[src/include/pwr_state_pkg.sv]
// Purpose: shared constants and types for the power-state and wake controller
// Assumes: 125 MHz system clock, all inputs synchronous to it
// Notes:   state encodings are one-hot; timing counts derive from printed times
package pwr_state_pkg;

  // ==========================================================================
  // timing
  localparam int unsigned CLK_FREQ_HZ      = 125_000_000;
  localparam int unsigned LONG_PRESS_S     = 4;
  localparam longint unsigned LONG_PRESS_CYC = longint'(LONG_PRESS_S) * longint'(CLK_FREQ_HZ);
  localparam int unsigned PWM_STEPS        = 256;
  localparam int unsigned PWM_DIV          = 16;

  // ==========================================================================
  // power states, one-hot
  typedef enum logic [5:0] {
    ST_S0  = 6'h01,
    ST_S1  = 6'h02,
    ST_S3  = 6'h04,
    ST_S4  = 6'h08,
    ST_S5  = 6'h10,
    ST_OFF = 6'h20
  } pwr_state_t;

  // ==========================================================================
  // wake source positions in the wake vector
  localparam int unsigned WK_PWRSW  = 0;
  localparam int unsigned WK_LAN    = 1;
  localparam int unsigned WK_PME    = 2;
  localparam int unsigned WK_PCIE   = 3;
  localparam int unsigned WK_PS2    = 4;
  localparam int unsigned WK_RTC    = 5;
  localparam int unsigned WK_SERIAL = 6;
  localparam int unsigned WK_USB    = 7;
  localparam int unsigned WK_NUM    = 8;

  // per-state permission masks, one bit per source
  localparam logic [7:0] ALLOW_S1 = 8'h1F;
  localparam logic [7:0] ALLOW_S3 = 8'hFF;
  localparam logic [7:0] ALLOW_S4 = 8'h2F;
  localparam logic [7:0] ALLOW_S5 = 8'h2F;

  // ==========================================================================
  // firmware options
  typedef struct packed {
    logic lan_s5_en;     // lan may wake from s5
    logic pme_en;        // pme line may wake at all
    logic pme_s5_en;     // pme may wake from s5
    logic restore_last;  // return to last state after ac loss
  } fw_opt_t;

  // supply and indicator outputs
  typedef struct packed {
    logic main_on;
    logic led_green;
    logic led_amber;
  } pwr_out_t;

  localparam logic RST_MAIN_ON = 1'b0;
  localparam logic RST_FAN_ON  = 1'b0;

endpackage

[src/verilog/press_timer.sv]
// Purpose: classify power-switch presses as short or long
// Assumes: button input synchronous and already clean
// Notes:   long pulse fires once, at the threshold, while still pressed
`timescale 1ns/100ps
`default_nettype none
module press_timer
  import pwr_state_pkg::*;
#(
  parameter longint unsigned LONG_CYC = LONG_PRESS_CYC
) (
  // clock and reset
  input  wire logic clk_sys_i,
  input  wire logic rst_b_i,
  // button
  input  wire logic press_i,
  // classified events
  output logic      short_o,
  output logic      long_o
);

  initial begin
    if (LONG_CYC < 2) $error("press_timer: LONG_CYC too small");
  end

  logic [39:0] cnt_q, cnt_d;
  logic        fired_q, fired_d;
  logic        prev_q, prev_d;
  logic        short_q, short_d;
  logic        long_q, long_d;

  // count held time; a release before threshold is a short press
  always_comb begin
    cnt_d   = cnt_q;
    fired_d = fired_q;
    prev_d  = press_i;
    short_d = 1'b0;
    long_d  = 1'b0;
    if (press_i) begin
      if (!fired_q) begin
        if (cnt_q == 40'(LONG_CYC - 1)) begin
          long_d  = 1'b1;
          fired_d = 1'b1;
        end else begin
          cnt_d = cnt_q + 40'h1;
        end
      end
    end else begin
      if (prev_q && !fired_q) short_d = 1'b1;
      cnt_d   = 40'h0;
      fired_d = 1'b0;
    end
  end

  always_ff @(posedge clk_sys_i) begin
    if (!rst_b_i) begin
      cnt_q   <= 40'h0;
      fired_q <= 1'b0;
      prev_q  <= 1'b0;
      short_q <= 1'b0;
      long_q  <= 1'b0;
    end else begin
      cnt_q   <= cnt_d;
      fired_q <= fired_d;
      prev_q  <= prev_d;
      short_q <= short_d;
      long_q  <= long_d;
    end
  end

  assign short_o = short_q;
  assign long_o  = long_q;

endmodule
`default_nettype wire

[src/verilog/fan_pwm.sv]
// Purpose: per-channel fan drive with duty control and full on/off
// Assumes: duty from an outside loop controller, tach shared per channel pair
// Notes:   one pwm step per divider enable pulse
`timescale 1ns/100ps
`default_nettype none
module fan_pwm
  import pwr_state_pkg::*;
#(
  parameter int unsigned N_FAN = 4
) (
  // clock and reset
  input  wire logic                 clk_sys_i,
  input  wire logic                 rst_b_i,
  // control
  input  wire logic                 fan_en_i,
  input  wire logic [N_FAN-1:0]     full_i,
  input  wire logic [N_FAN*8-1:0]   duty_i,
  input  wire logic [N_FAN/2-1:0]   tach_i,
  // drive
  output logic      [N_FAN-1:0]     pwm_o,
  output logic      [N_FAN-1:0]     tach_o
);

  initial begin
    if (N_FAN < 2 || N_FAN % 2 != 0) $error("fan_pwm: N_FAN must be even");
  end

  logic [3:0]       div_q, div_d;
  logic [7:0]       ph_q, ph_d;
  logic [N_FAN-1:0] pwm_q, pwm_d;

  // divider makes the slow pwm step enable
  always_comb begin
    div_d = (div_q == 4'(PWM_DIV - 1)) ? 4'h0 : div_q + 4'h1;
    ph_d  = (div_q == 4'(PWM_DIV - 1)) ? ph_q + 8'h01 : ph_q;
  end

  // each channel: off, fully on, or duty compare
  genvar g;
  generate
    for (g = 0; g < N_FAN; g++) begin : g_ch
      assign pwm_d[g]  = fan_en_i & (full_i[g] | (ph_q < duty_i[g*8 +: 8]));
      assign tach_o[g] = tach_i[g/2];
    end
  endgenerate

  always_ff @(posedge clk_sys_i) begin
    if (!rst_b_i) begin
      div_q <= 4'h0;
      ph_q  <= 8'h00;
      pwm_q <= '0;
    end else begin
      div_q <= div_d;
      ph_q  <= ph_d;
      pwm_q <= pwm_d;
    end
  end

  assign pwm_o = pwm_q;

endmodule
`default_nettype wire

[src/verilog/wake_power_ctrl.sv]
// Purpose: track sleeping states, qualify wake sources, drive supply/fan/led
// Assumes: all inputs synchronous to clk_sys_i and on standby power
// Notes:   the os requests sleep states; the switch and wakes return to s0
`timescale 1ns/100ps
`default_nettype none

module wake_power_ctrl
  import pwr_state_pkg::*;
#(
  parameter longint unsigned LONG_CYC = LONG_PRESS_CYC,
  parameter int unsigned     N_FAN    = 4
) (
  // clock and reset
  input  wire logic               clk_sys_i,
  input  wire logic               rst_b_i,
  // firmware options
  input  wire fw_opt_t            opt_i,
  // ac power status and os requests
  input  wire logic               ac_ok_i,
  input  wire logic               os_s1_i,
  input  wire logic               os_s3_i,
  input  wire logic               os_s4_i,
  input  wire logic               os_s5_i,
  // wake sources, active high after board inversion
  input  wire logic               pwr_sw_i,
  input  wire logic               lan_wake_i,
  input  wire logic               pme_i,
  input  wire logic               pcie_wake_i,
  input  wire logic               ps2_act_i,
  input  wire logic               rtc_alarm_i,
  input  wire logic               serial_act_i,
  input  wire logic               usb_act_i,
  // fan control
  input  wire logic [N_FAN-1:0]   fan_full_i,
  input  wire logic [N_FAN*8-1:0] fan_duty_i,
  input  wire logic [N_FAN/2-1:0] fan_tach_i,
  // outputs
  output pwr_out_t                pwr_o,
  output logic                    fan_pwr_o,
  output logic [N_FAN-1:0]        fan_pwm_o,
  output logic [N_FAN-1:0]        fan_tach_o,
  output logic [5:0]              state_o,
  output logic                    wake_req_o
);

  // ==========================================================================
  // power switch classification
  logic sw_short;
  logic sw_long;

  press_timer #(
    .LONG_CYC (LONG_CYC)
  ) u_press (
    .clk_sys_i (clk_sys_i),
    .rst_b_i   (rst_b_i),
    .press_i   (pwr_sw_i),
    .short_o   (sw_short),
    .long_o    (sw_long)
  );

  // ==========================================================================
  // wake qualification
  pwr_state_t          st_q, st_d;
  logic [WK_NUM-1:0]   wk_raw;
  logic [WK_NUM-1:0]   wk_allow;
  logic                wk_any;

  // the switch is handled by the press timer, so bit 0 stays out of the merge
  always_comb begin
    wk_raw            = '0;
    wk_raw[WK_LAN]    = lan_wake_i;
    wk_raw[WK_PME]    = pme_i;
    wk_raw[WK_PCIE]   = pcie_wake_i;
    wk_raw[WK_PS2]    = ps2_act_i;
    wk_raw[WK_RTC]    = rtc_alarm_i;
    wk_raw[WK_SERIAL] = serial_act_i;
    wk_raw[WK_USB]    = usb_act_i;
  end

  // per-state permission table, then firmware gates
  always_comb begin
    case (st_q)
      ST_S1:   wk_allow = ALLOW_S1;
      ST_S3:   wk_allow = ALLOW_S3;
      ST_S4:   wk_allow = ALLOW_S4;
      ST_S5:   wk_allow = ALLOW_S5;
      default: wk_allow = '0;
    endcase
    if (!opt_i.pme_en) wk_allow[WK_PME] = 1'b0;
    if (st_q == ST_S5) begin
      if (!opt_i.lan_s5_en) wk_allow[WK_LAN] = 1'b0;
      if (!opt_i.pme_s5_en) wk_allow[WK_PME] = 1'b0;
    end
  end

  assign wk_any = |(wk_raw & wk_allow);

  // ==========================================================================
  // wake latch: held until the power-up step takes it
  logic wreq_q, wreq_d;
  logic power_up;

  // set wins over the clear made by the power-up step
  always_comb begin
    wreq_d = wreq_q;
    if (power_up) wreq_d = 1'b0;
    if (wk_any) wreq_d = 1'b1;
  end

  // ==========================================================================
  // state machine
  logic       last_on_q, last_on_d;
  logic       ac_q, ac_d;
  logic       fan_q, fan_d;
  pwr_out_t   out_q, out_d;

  assign power_up = (st_q != ST_S0) && (st_d == ST_S0);

  // long press dominates in s0, s1, s3 and s4; wakes only act in sleeping states
  always_comb begin
    st_d      = st_q;
    last_on_d = last_on_q;
    ac_d      = ac_ok_i;
    if (!ac_q && ac_ok_i) begin
      // ac return: restore the remembered state, else stay off
      st_d = (opt_i.restore_last && last_on_q) ? ST_S0 : ST_OFF;
      // the state we come back in becomes the one a later loss restores
      last_on_d = (st_d == ST_S0);
    end else if (!ac_q) begin
      st_d = ST_OFF;
    end else begin
      case (st_q)
        ST_S0: begin
          if (sw_long) st_d = ST_OFF;
          else if (sw_short || os_s1_i) st_d = ST_S1;
          else if (os_s3_i) st_d = ST_S3;
          else if (os_s4_i) st_d = ST_S4;
          else if (os_s5_i) st_d = ST_OFF;
        end
        ST_S1, ST_S3, ST_S4: begin
          if (sw_long) st_d = ST_OFF;
          else if (sw_short || wreq_q) st_d = ST_S0;
        end
        ST_S5: begin
          if (sw_short || wreq_q) st_d = ST_S0;
        end
        ST_OFF: begin
          if (sw_short) st_d = ST_S0;
        end
        default: st_d = ST_OFF;
      endcase
      // soft-off from s0 lands in s5 so wakes keep working
      if (st_q == ST_S0 && (sw_long || os_s5_i)) st_d = ST_S5;
      if (st_d == ST_S0) last_on_d = 1'b1;
      else if (st_d == ST_S5 || st_d == ST_OFF) last_on_d = 1'b0;
    end
  end

  // outputs derived from next state so they stand registered
  always_comb begin
    out_d.main_on   = (st_d == ST_S0) | (st_d == ST_S1);
    out_d.led_green = (st_d == ST_S0);
    out_d.led_amber = (st_d == ST_S3) | (st_d == ST_S1);
    fan_d           = (st_d == ST_S0);
  end

  always_ff @(posedge clk_sys_i) begin
    if (!rst_b_i) begin
      st_q      <= ST_OFF;
      last_on_q <= 1'b0;
      ac_q      <= 1'b0;
      wreq_q    <= 1'b0;
      fan_q     <= RST_FAN_ON;
      out_q     <= '{main_on: RST_MAIN_ON, led_green: 1'b0, led_amber: 1'b0};
    end else begin
      st_q      <= st_d;
      last_on_q <= last_on_d;
      ac_q      <= ac_d;
      wreq_q    <= wreq_d;
      fan_q     <= fan_d;
      out_q     <= out_d;
    end
  end

  // ==========================================================================
  // fan drive
  fan_pwm #(
    .N_FAN (N_FAN)
  ) u_fan (
    .clk_sys_i (clk_sys_i),
    .rst_b_i   (rst_b_i),
    .fan_en_i  (fan_q),
    .full_i    (fan_full_i),
    .duty_i    (fan_duty_i),
    .tach_i    (fan_tach_i),
    .pwm_o     (fan_pwm_o),
    .tach_o    (fan_tach_o)
  );

  assign pwr_o      = out_q;
  assign fan_pwr_o  = fan_q;
  assign state_o    = st_q;
  assign wake_req_o = wreq_q;

endmodule
`default_nettype wire

[config.mk]
export PLATFORM = sky130hd
export DESIGN_NAME = wake_power_ctrl
export DESIGN_NICKNAME = d
export VERILOG_FILES = /design/src/include/pwr_state_pkg.sv /design/src/verilog/press_timer.sv /design/src/verilog/fan_pwm.sv /design/src/verilog/wake_power_ctrl.sv
export SDC_FILE = /design/constraint.sdc
export NUM_CORES = 1
export LEC_CHECK = 0
export BUFFER_PORTS_ARGS = -buffer_cell sky130_fd_sc_hd__buf_2
export CAP_MARGIN = 5
export CELL_PAD_IN_SITES_DETAIL_PLACEMENT = 0
export CELL_PAD_IN_SITES_GLOBAL_PLACEMENT = 2
export CORE_MARGIN = 8
export CORE_UTILIZATION = 30
export DETAILED_ROUTE_END_ITERATION = 8
export PLACE_DENSITY = 0.85
export SETUP_SLACK_MARGIN = 0.1
export SYNTH_ARGS = -nofsm -noshare
export SYNTH_HDL_FRONTEND = slang
export SYNTH_SLANG_ARGS = --single-unit
[constraint.sdc]
create_clock -name clk_sys_i -period 2.35 [get_ports clk_sys_i]
set_input_delay 0.47 -clock clk_sys_i [delete_from_list [all_inputs] [get_ports clk_sys_i]]
set_output_delay 0.47 -clock clk_sys_i [all_outputs]
set_load 0.1 [all_outputs]
-- After elaboration in Yosys (flattened, before gate mapping)
Index checks and enable logic that the tools add are counted.
- flip-flop bits (word level): 72
- input port bits: 57
- logic and storage cells: 105
- add/sub/neg operators: 3
- $lt $le $gt $ge: 4
- eq/ne operators: 16
- muxes and demuxes: 29
- bitwise logic cells: 15
- reduce and logical (&&, ||, !) cells: 23
- operators with widths (cell ; count):
    6-bit 2-to-1 mux ; 14
    40-bit by 1-bit adder with 40-bit output (second input constant) ; 1
    40-bit by 29-bit equality test with 1-bit output (second input constant) ; 1
    8-bit < comparator ; 4
    6-bit by 1-bit equality test with 1-bit output (second input constant) ; 4
    6-bit one-hot mux with 4 select lines ; 1
    8-bit one-hot mux with 3 select lines ; 1
    6-bit by 2-bit equality test with 1-bit output (second input constant) ; 2
    6-bit by 3-bit equality test with 1-bit output (second input constant) ; 2
    6-bit by 5-bit equality test with 1-bit output (second input constant) ; 2
    6-bit equality test (second input constant) ; 2
    1-bit 2-to-1 mux ; 12
    8-bit by 1-bit adder with 8-bit output (second input constant) ; 1
    8-bit AND ; 1
    8-bit OR reduction ; 1
    6-bit by 4-bit equality test with 1-bit output (second input constant) ; 1
    6-bit by 1-bit != test with 1-bit output (second input constant) ; 1
    1-bit bitwise OR ; 6
    2-bit AND reduction ; 3
    2-bit OR reduction ; 3
    3-bit OR reduction ; 2
    1-bit logical AND ; 5
    4-bit by 1-bit adder with 4-bit output (second input constant) ; 1
    1-bit AND ; 4
    other kinds (7) ; 15

-- Depth between registers and ports, before layout
- depth after elaboration: 15
- mapped depth: 8
- gate-level depth less buffers: 7

-- Cells and area by module
Synthesis repeated with hierarchy kept, for this count alone.
- cells, all modules: 577
- area, all modules: 4658.2 um^2
- modules (own cells, without submodules) (module ; times used ; cells each ; area an instance (um^2)):
    press_timer ; 1 ; 296 ; 2372.3
    fan_pwm ; 1 ; 166 ; 1367.6
    wake_power_ctrl ; 1 ; 115 ; 918.4

-- Least setup slack after synthesis
Ideal clock, no wire load.
- path type: register to register
- from: register st_q[2], in the netlist state_o[2]
- to: register out_q, in the netlist pwr_o[2]
- setup time: 0.071 ns
- arrival: 2.606 ns
- data required time: 2.279 ns
- setup slack: -0.327 ns
- stages on the path, launching flop included: 8
- path buffers: 1
- period minus slack after synthesis: 2.677 ns
- cells stage by stage: dfxtp_1 > buf_2 > xnor2_1 > a2111o_1 > and4_1 > a311oi_2 > o21a_1 > o21bai_1
- cells in the longest elaborated chain, start to end: 13
- elaborated cells between the ends (all ways): 25
- those cells by class: eq/ne: 8; mux: 14; bitwise: 1; reduce/logical: 2
- RTL lines (what ; line ; RTL):
    from (decl) ; wake_power_ctrl.sv:63 ; pwr_state_t st_q, st_d;
    from (signal assigned) ; wake_power_ctrl.sv:176 ; st_q <= st_d;
    6-bit 2-to-1 mux ; wake_power_ctrl.sv:138 ; else if (os_s5_i) st_d = ST_OFF;
    6-bit 2-to-1 mux ; wake_power_ctrl.sv:137 ; else if (os_s4_i) st_d = ST_S4;
    6-bit 2-to-1 mux ; wake_power_ctrl.sv:136 ; else if (os_s3_i) st_d = ST_S3;
    6-bit 2-to-1 mux ; wake_power_ctrl.sv:135 ; else if (sw_short || os_s1_i) st_d = ST_S1;
    6-bit 2-to-1 mux ; wake_power_ctrl.sv:134 ; if (sw_long) st_d = ST_OFF;
    6-bit one-hot mux with 4 select lines ; wake_power_ctrl.sv:132 ; case (st_q)
    6-bit 2-to-1 mux * ; wake_power_ctrl.sv:153 ; if (st_q == ST_S0 && (sw_long || os_s5_i)) st_d = ST_S5;
    6-bit 2-to-1 mux * ; wake_power_ctrl.sv:129 ; end else if (!ac_q) begin
    6-bit 2-to-1 mux * ; wake_power_ctrl.sv:124 ; if (!ac_q && ac_ok_i) begin
    6-bit 2-to-1 mux * ; wake_power_ctrl.sv:129 ;
    6-bit 2-to-1 mux * ; wake_power_ctrl.sv:124 ;
    6-bit by 1-bit equality test with 1-bit output or 6-bit by 2-bit equality test with 1-bit output (tied branches) ; wake_power_ctrl.sv:161 ; out_d.main_on = (st_d == ST_S0) | (st_d == ST_S1);
    1-bit bitwise OR * ; wake_power_ctrl.sv:161 ;
    to (signal assigned) ; wake_power_ctrl.sv:174 ; out_q <= '{main_on: RST_MAIN_ON, led_green: 1'b0, led_amber: 1'b0};
    to (signal assigned) ; wake_power_ctrl.sv:181 ; out_q <= out_d;
    to (decl) ; wake_power_ctrl.sv:115 ; pwr_out_t out_q, out_d;
Every way passes the cells marked *; elsewhere a longest branch is shown, timed or not. The select of a mux whose other input is x is not followed.
A chain may end at the register's enable or synchronous reset.

-- Final worst setup path
- from: register u_press.cnt_q[1]
- to: register u_press.cnt_q[0]
- cells in the longest elaborated chain, start to end: 3
- RTL lines (what ; line ; RTL):
    from (decl) ; press_timer.sv:25 ; logic [39:0] cnt_q, cnt_d;
    from (signal assigned) ; press_timer.sv:62 ; cnt_q <= cnt_d;
    40-bit by 29-bit equality test with 1-bit output ; press_timer.sv:40 ; if (cnt_q == 40'(LONG_CYC - 1)) begin
    1-bit NOT (no source line) ; - ;
    2-bit AND reduction (no source line) ; - ;
Every way passes these cells.

==> out/metrics.cfg <==
[layout]
final_cell_area_um2=5260
fin_cells=783
final_nets=686
n_fill_cell=1447
drive_gt1_frac=0.201
ff_latch_area_um2=1460
multiInputGateArea_um2=2640
fin_util=0.377
syn_to_final_growth_pct=22.1
n_antenna_cell=0

[detailed_routing]
wl_per_cell_um=13.9
routed_wl_um=10900
postRouteAntennaNets=0
vias_per_cell=4.94
via_count=3867
drc=0
drt_iter0_markers=275
first_pass_iters=4

[synth]
syn_avg_cell_area_um2=8.16
synthFlopType=dfxtp_1
seq_area_frac_synth=0.335
synth-edff-count=0
ys_types=60
ys_ff_latch=72
postSynthCellCount=528
async_reset_ff_frac=0
ys.warnings.count=0
syn_nets=616
synth_area_um2=4310

[power]
clock_power_share=0.507
p_int_mw=2.23
p_comb_frac=0.057
p_per_area_nw_per_um2=538
seq_power_share=0.437
p_leak_nw=2.25
p_switching_uw=598
p_sw_frac=0.211
peakVddDrop_mv=0.274

[critical_path]
worstReg2RegStart=u_press.cnt_q[1]
crit_type=flop to flop
cp-startpoint=u_press.cnt_q[1]
startpoint_type=flop
path_max_fanout=6
endpoint_kind=flop
arrival_ns=2.35
regToRegSetupSlack_ns=0.19
cp.required_ns=2.55

[clocking]
cts_sinks=72
cts.htree.levels=3
clk_latency_ns=0.33
cts_tree=yes
clk_pin_slew_ns=0.06
cts_buffer_depth=2
cts_root_buf=clkbuf_16
cts_buffers=9

[run]
max_cap_violations=0

[outcome]
status=completed

[min_path]
hold_class=input pin to flop
worstHoldStart=pwr_sw_i

[grt]
grt_usage=0.120
antenna_found_initial=0
grt_start_max_net_pins=32
grt_pass1_vias=3843
grt_pass1_wl_um=18200
gr-total-overflow=0

[placement]
dpl.cell_count=765
dpl_cell_area_um2=4880
routabilityCongestion=0.830
port_buffers=69
hpwlAfterDp_um=8360

[floorplanning]
core_region_area_um2=13900
fp.dieArea_um2=18400
die_x_um=136
num_rows=43
io_pins=76
start_util=0.309
die_height_um=136

[timing]
layout_min_cycle_time_ns=2.16
whs_ns=0.354
rsz0062_at_grt=false
finalSetupViolations=0
hold_viol=0
max_slew_margin=0.671
fin_skew_ns=0.00790
drv_slew=0
final.setup.tns_ns=0
worst_pin_slew_ns=0.492
fmax_mhz=464
timing.final.crit_share=0.917

[registers in the layout, indices dropped and copies added (netlist names)]
name	flops
last_on_q	1
wake_req_o	1
u_fan.ph_q	8
ac_q	1
u_fan.pwm_o	4
u_press.fired_q	1
u_press.cnt_q	40
u_press.long_o	1
u_press.short_o	1
pwr_o	3
u_press.prev_q	1
u_fan.div_q	4
state_o	6
[cells by family after synthesis]
| group | synth area share |
|---|---|
| AOI/OAI and AO/OA | 0.143 |
| xor gates and xnor gates | 0.0793 |
| buffers and inverters | 0.0607 |
| DFF | 0.335 |
| and+or+nand+nor | 0.292 |
| adders and majority gates | 0.0900 |
[worst max-delay path, stage by stage, from the launching register on]
cell,delay (ns)
dfxtp_2,0.36
ha_4,0.15
or4bb_1,0.42
or3_4,0.40
nor4b_4,0.23
buf_6,0.16
nor2_1,0.07
xnor2_1,0.18
nor2_1,0.05
[power by group through the flow]
stage	registers (mW)	clock network (mW)	logic, mW
after floorplan	1.27	0	0.109
after global placement	1.26	0	0.155
after detailed placement	1.26	0	0.161
after CTS	1.24	1.49	0.162
after global routing	1.24	1.55	0.182
final	1.24	1.43	0.161
[what timing repair did]
action	CTS	global route
hold buffers	0	0
pin swaps	0	2
buffers inserted	1	1
gates resized for setup	4	5
endpoints found under the setup margin	4	9
[metal layers]
| metal | GRT usage | routed length [um] | vias to the layer above |
|---|---|---|---|
| met4 | 0.0315 | 73 | 0 |
| li1 | - | - | 2013 |
| met1 | 0.153 | 5220 | 1768 |
| met2 | 0.193 | 4970 | 77 |
| met5 | 0 | 0 | - |
| met3 | 0.0339 | 628 | 9 |
[Yosys cell counts (12+ instances only)]
| library cell | instances | area (um2) |
|---|---|---|
| nand2_1 | 32 | 120 |
| o21ai_0 | 28 | 140 |
| nor3_1 | 18 | 90.1 |
| and2_1 | 13 | 81.3 |
| xor2_1 | 20 | 175 |
| ha_1 | 31 | 388 |
| nor2_1 | 52 | 195 |
| nand3_1 | 24 | 120 |
| and3_1 | 13 | 81.3 |
| nand4_1 | 18 | 113 |
| a21oi_1 | 24 | 120 |
| clkbuf_1 | 13 | 48.8 |
| inv_1 | 37 | 139 |
| xnor2_1 | 19 | 166 |
| or3_1 | 12 | 75.1 |
| dfxtp_1 | 72 | 1440 |
[layout make-up]
cell class	instances	area share
Clock buffer	11	0.0442
Clock inverter	5	0.0155
Inverter	37	0.0264
Multi-Input combinational cell	394	0.501
Sequential cell	72	0.277
Tap cell	180	0.0428
Timing Repair Buffer	84	0.0925
[path summary, 6_finish.rpt]
path / to / cells past startpoint
setup reg to reg: u_press.cnt_q[0] / 8
hold / removal: u_press.short_o / 2
hold reg to reg: u_fan.div_q[0] / 1
setup / recovery: u_press.cnt_q[0] / 8
[through the flow]
step / power, mW / worst slack, ns
after floorplan: 1.37 / 0.111
after CTS: 2.89 / 0.100
after global placement: 1.42 / 0.100
after global routing: 2.97 / 0.103
final: 2.83 / 0.194
after detailed placement: 1.42 / 0.0202
[cell usage in the layout, fill, tap and decap left out, drive strengths merged, types with 24 or more instances in the layout]
cell	count
ha	31
a21oi	24
buf	84
nor2	52
o21ai	33
nand2	32
nand3	24
dfxtp	72
inv	37
Power figures use the tool's default switching activity.
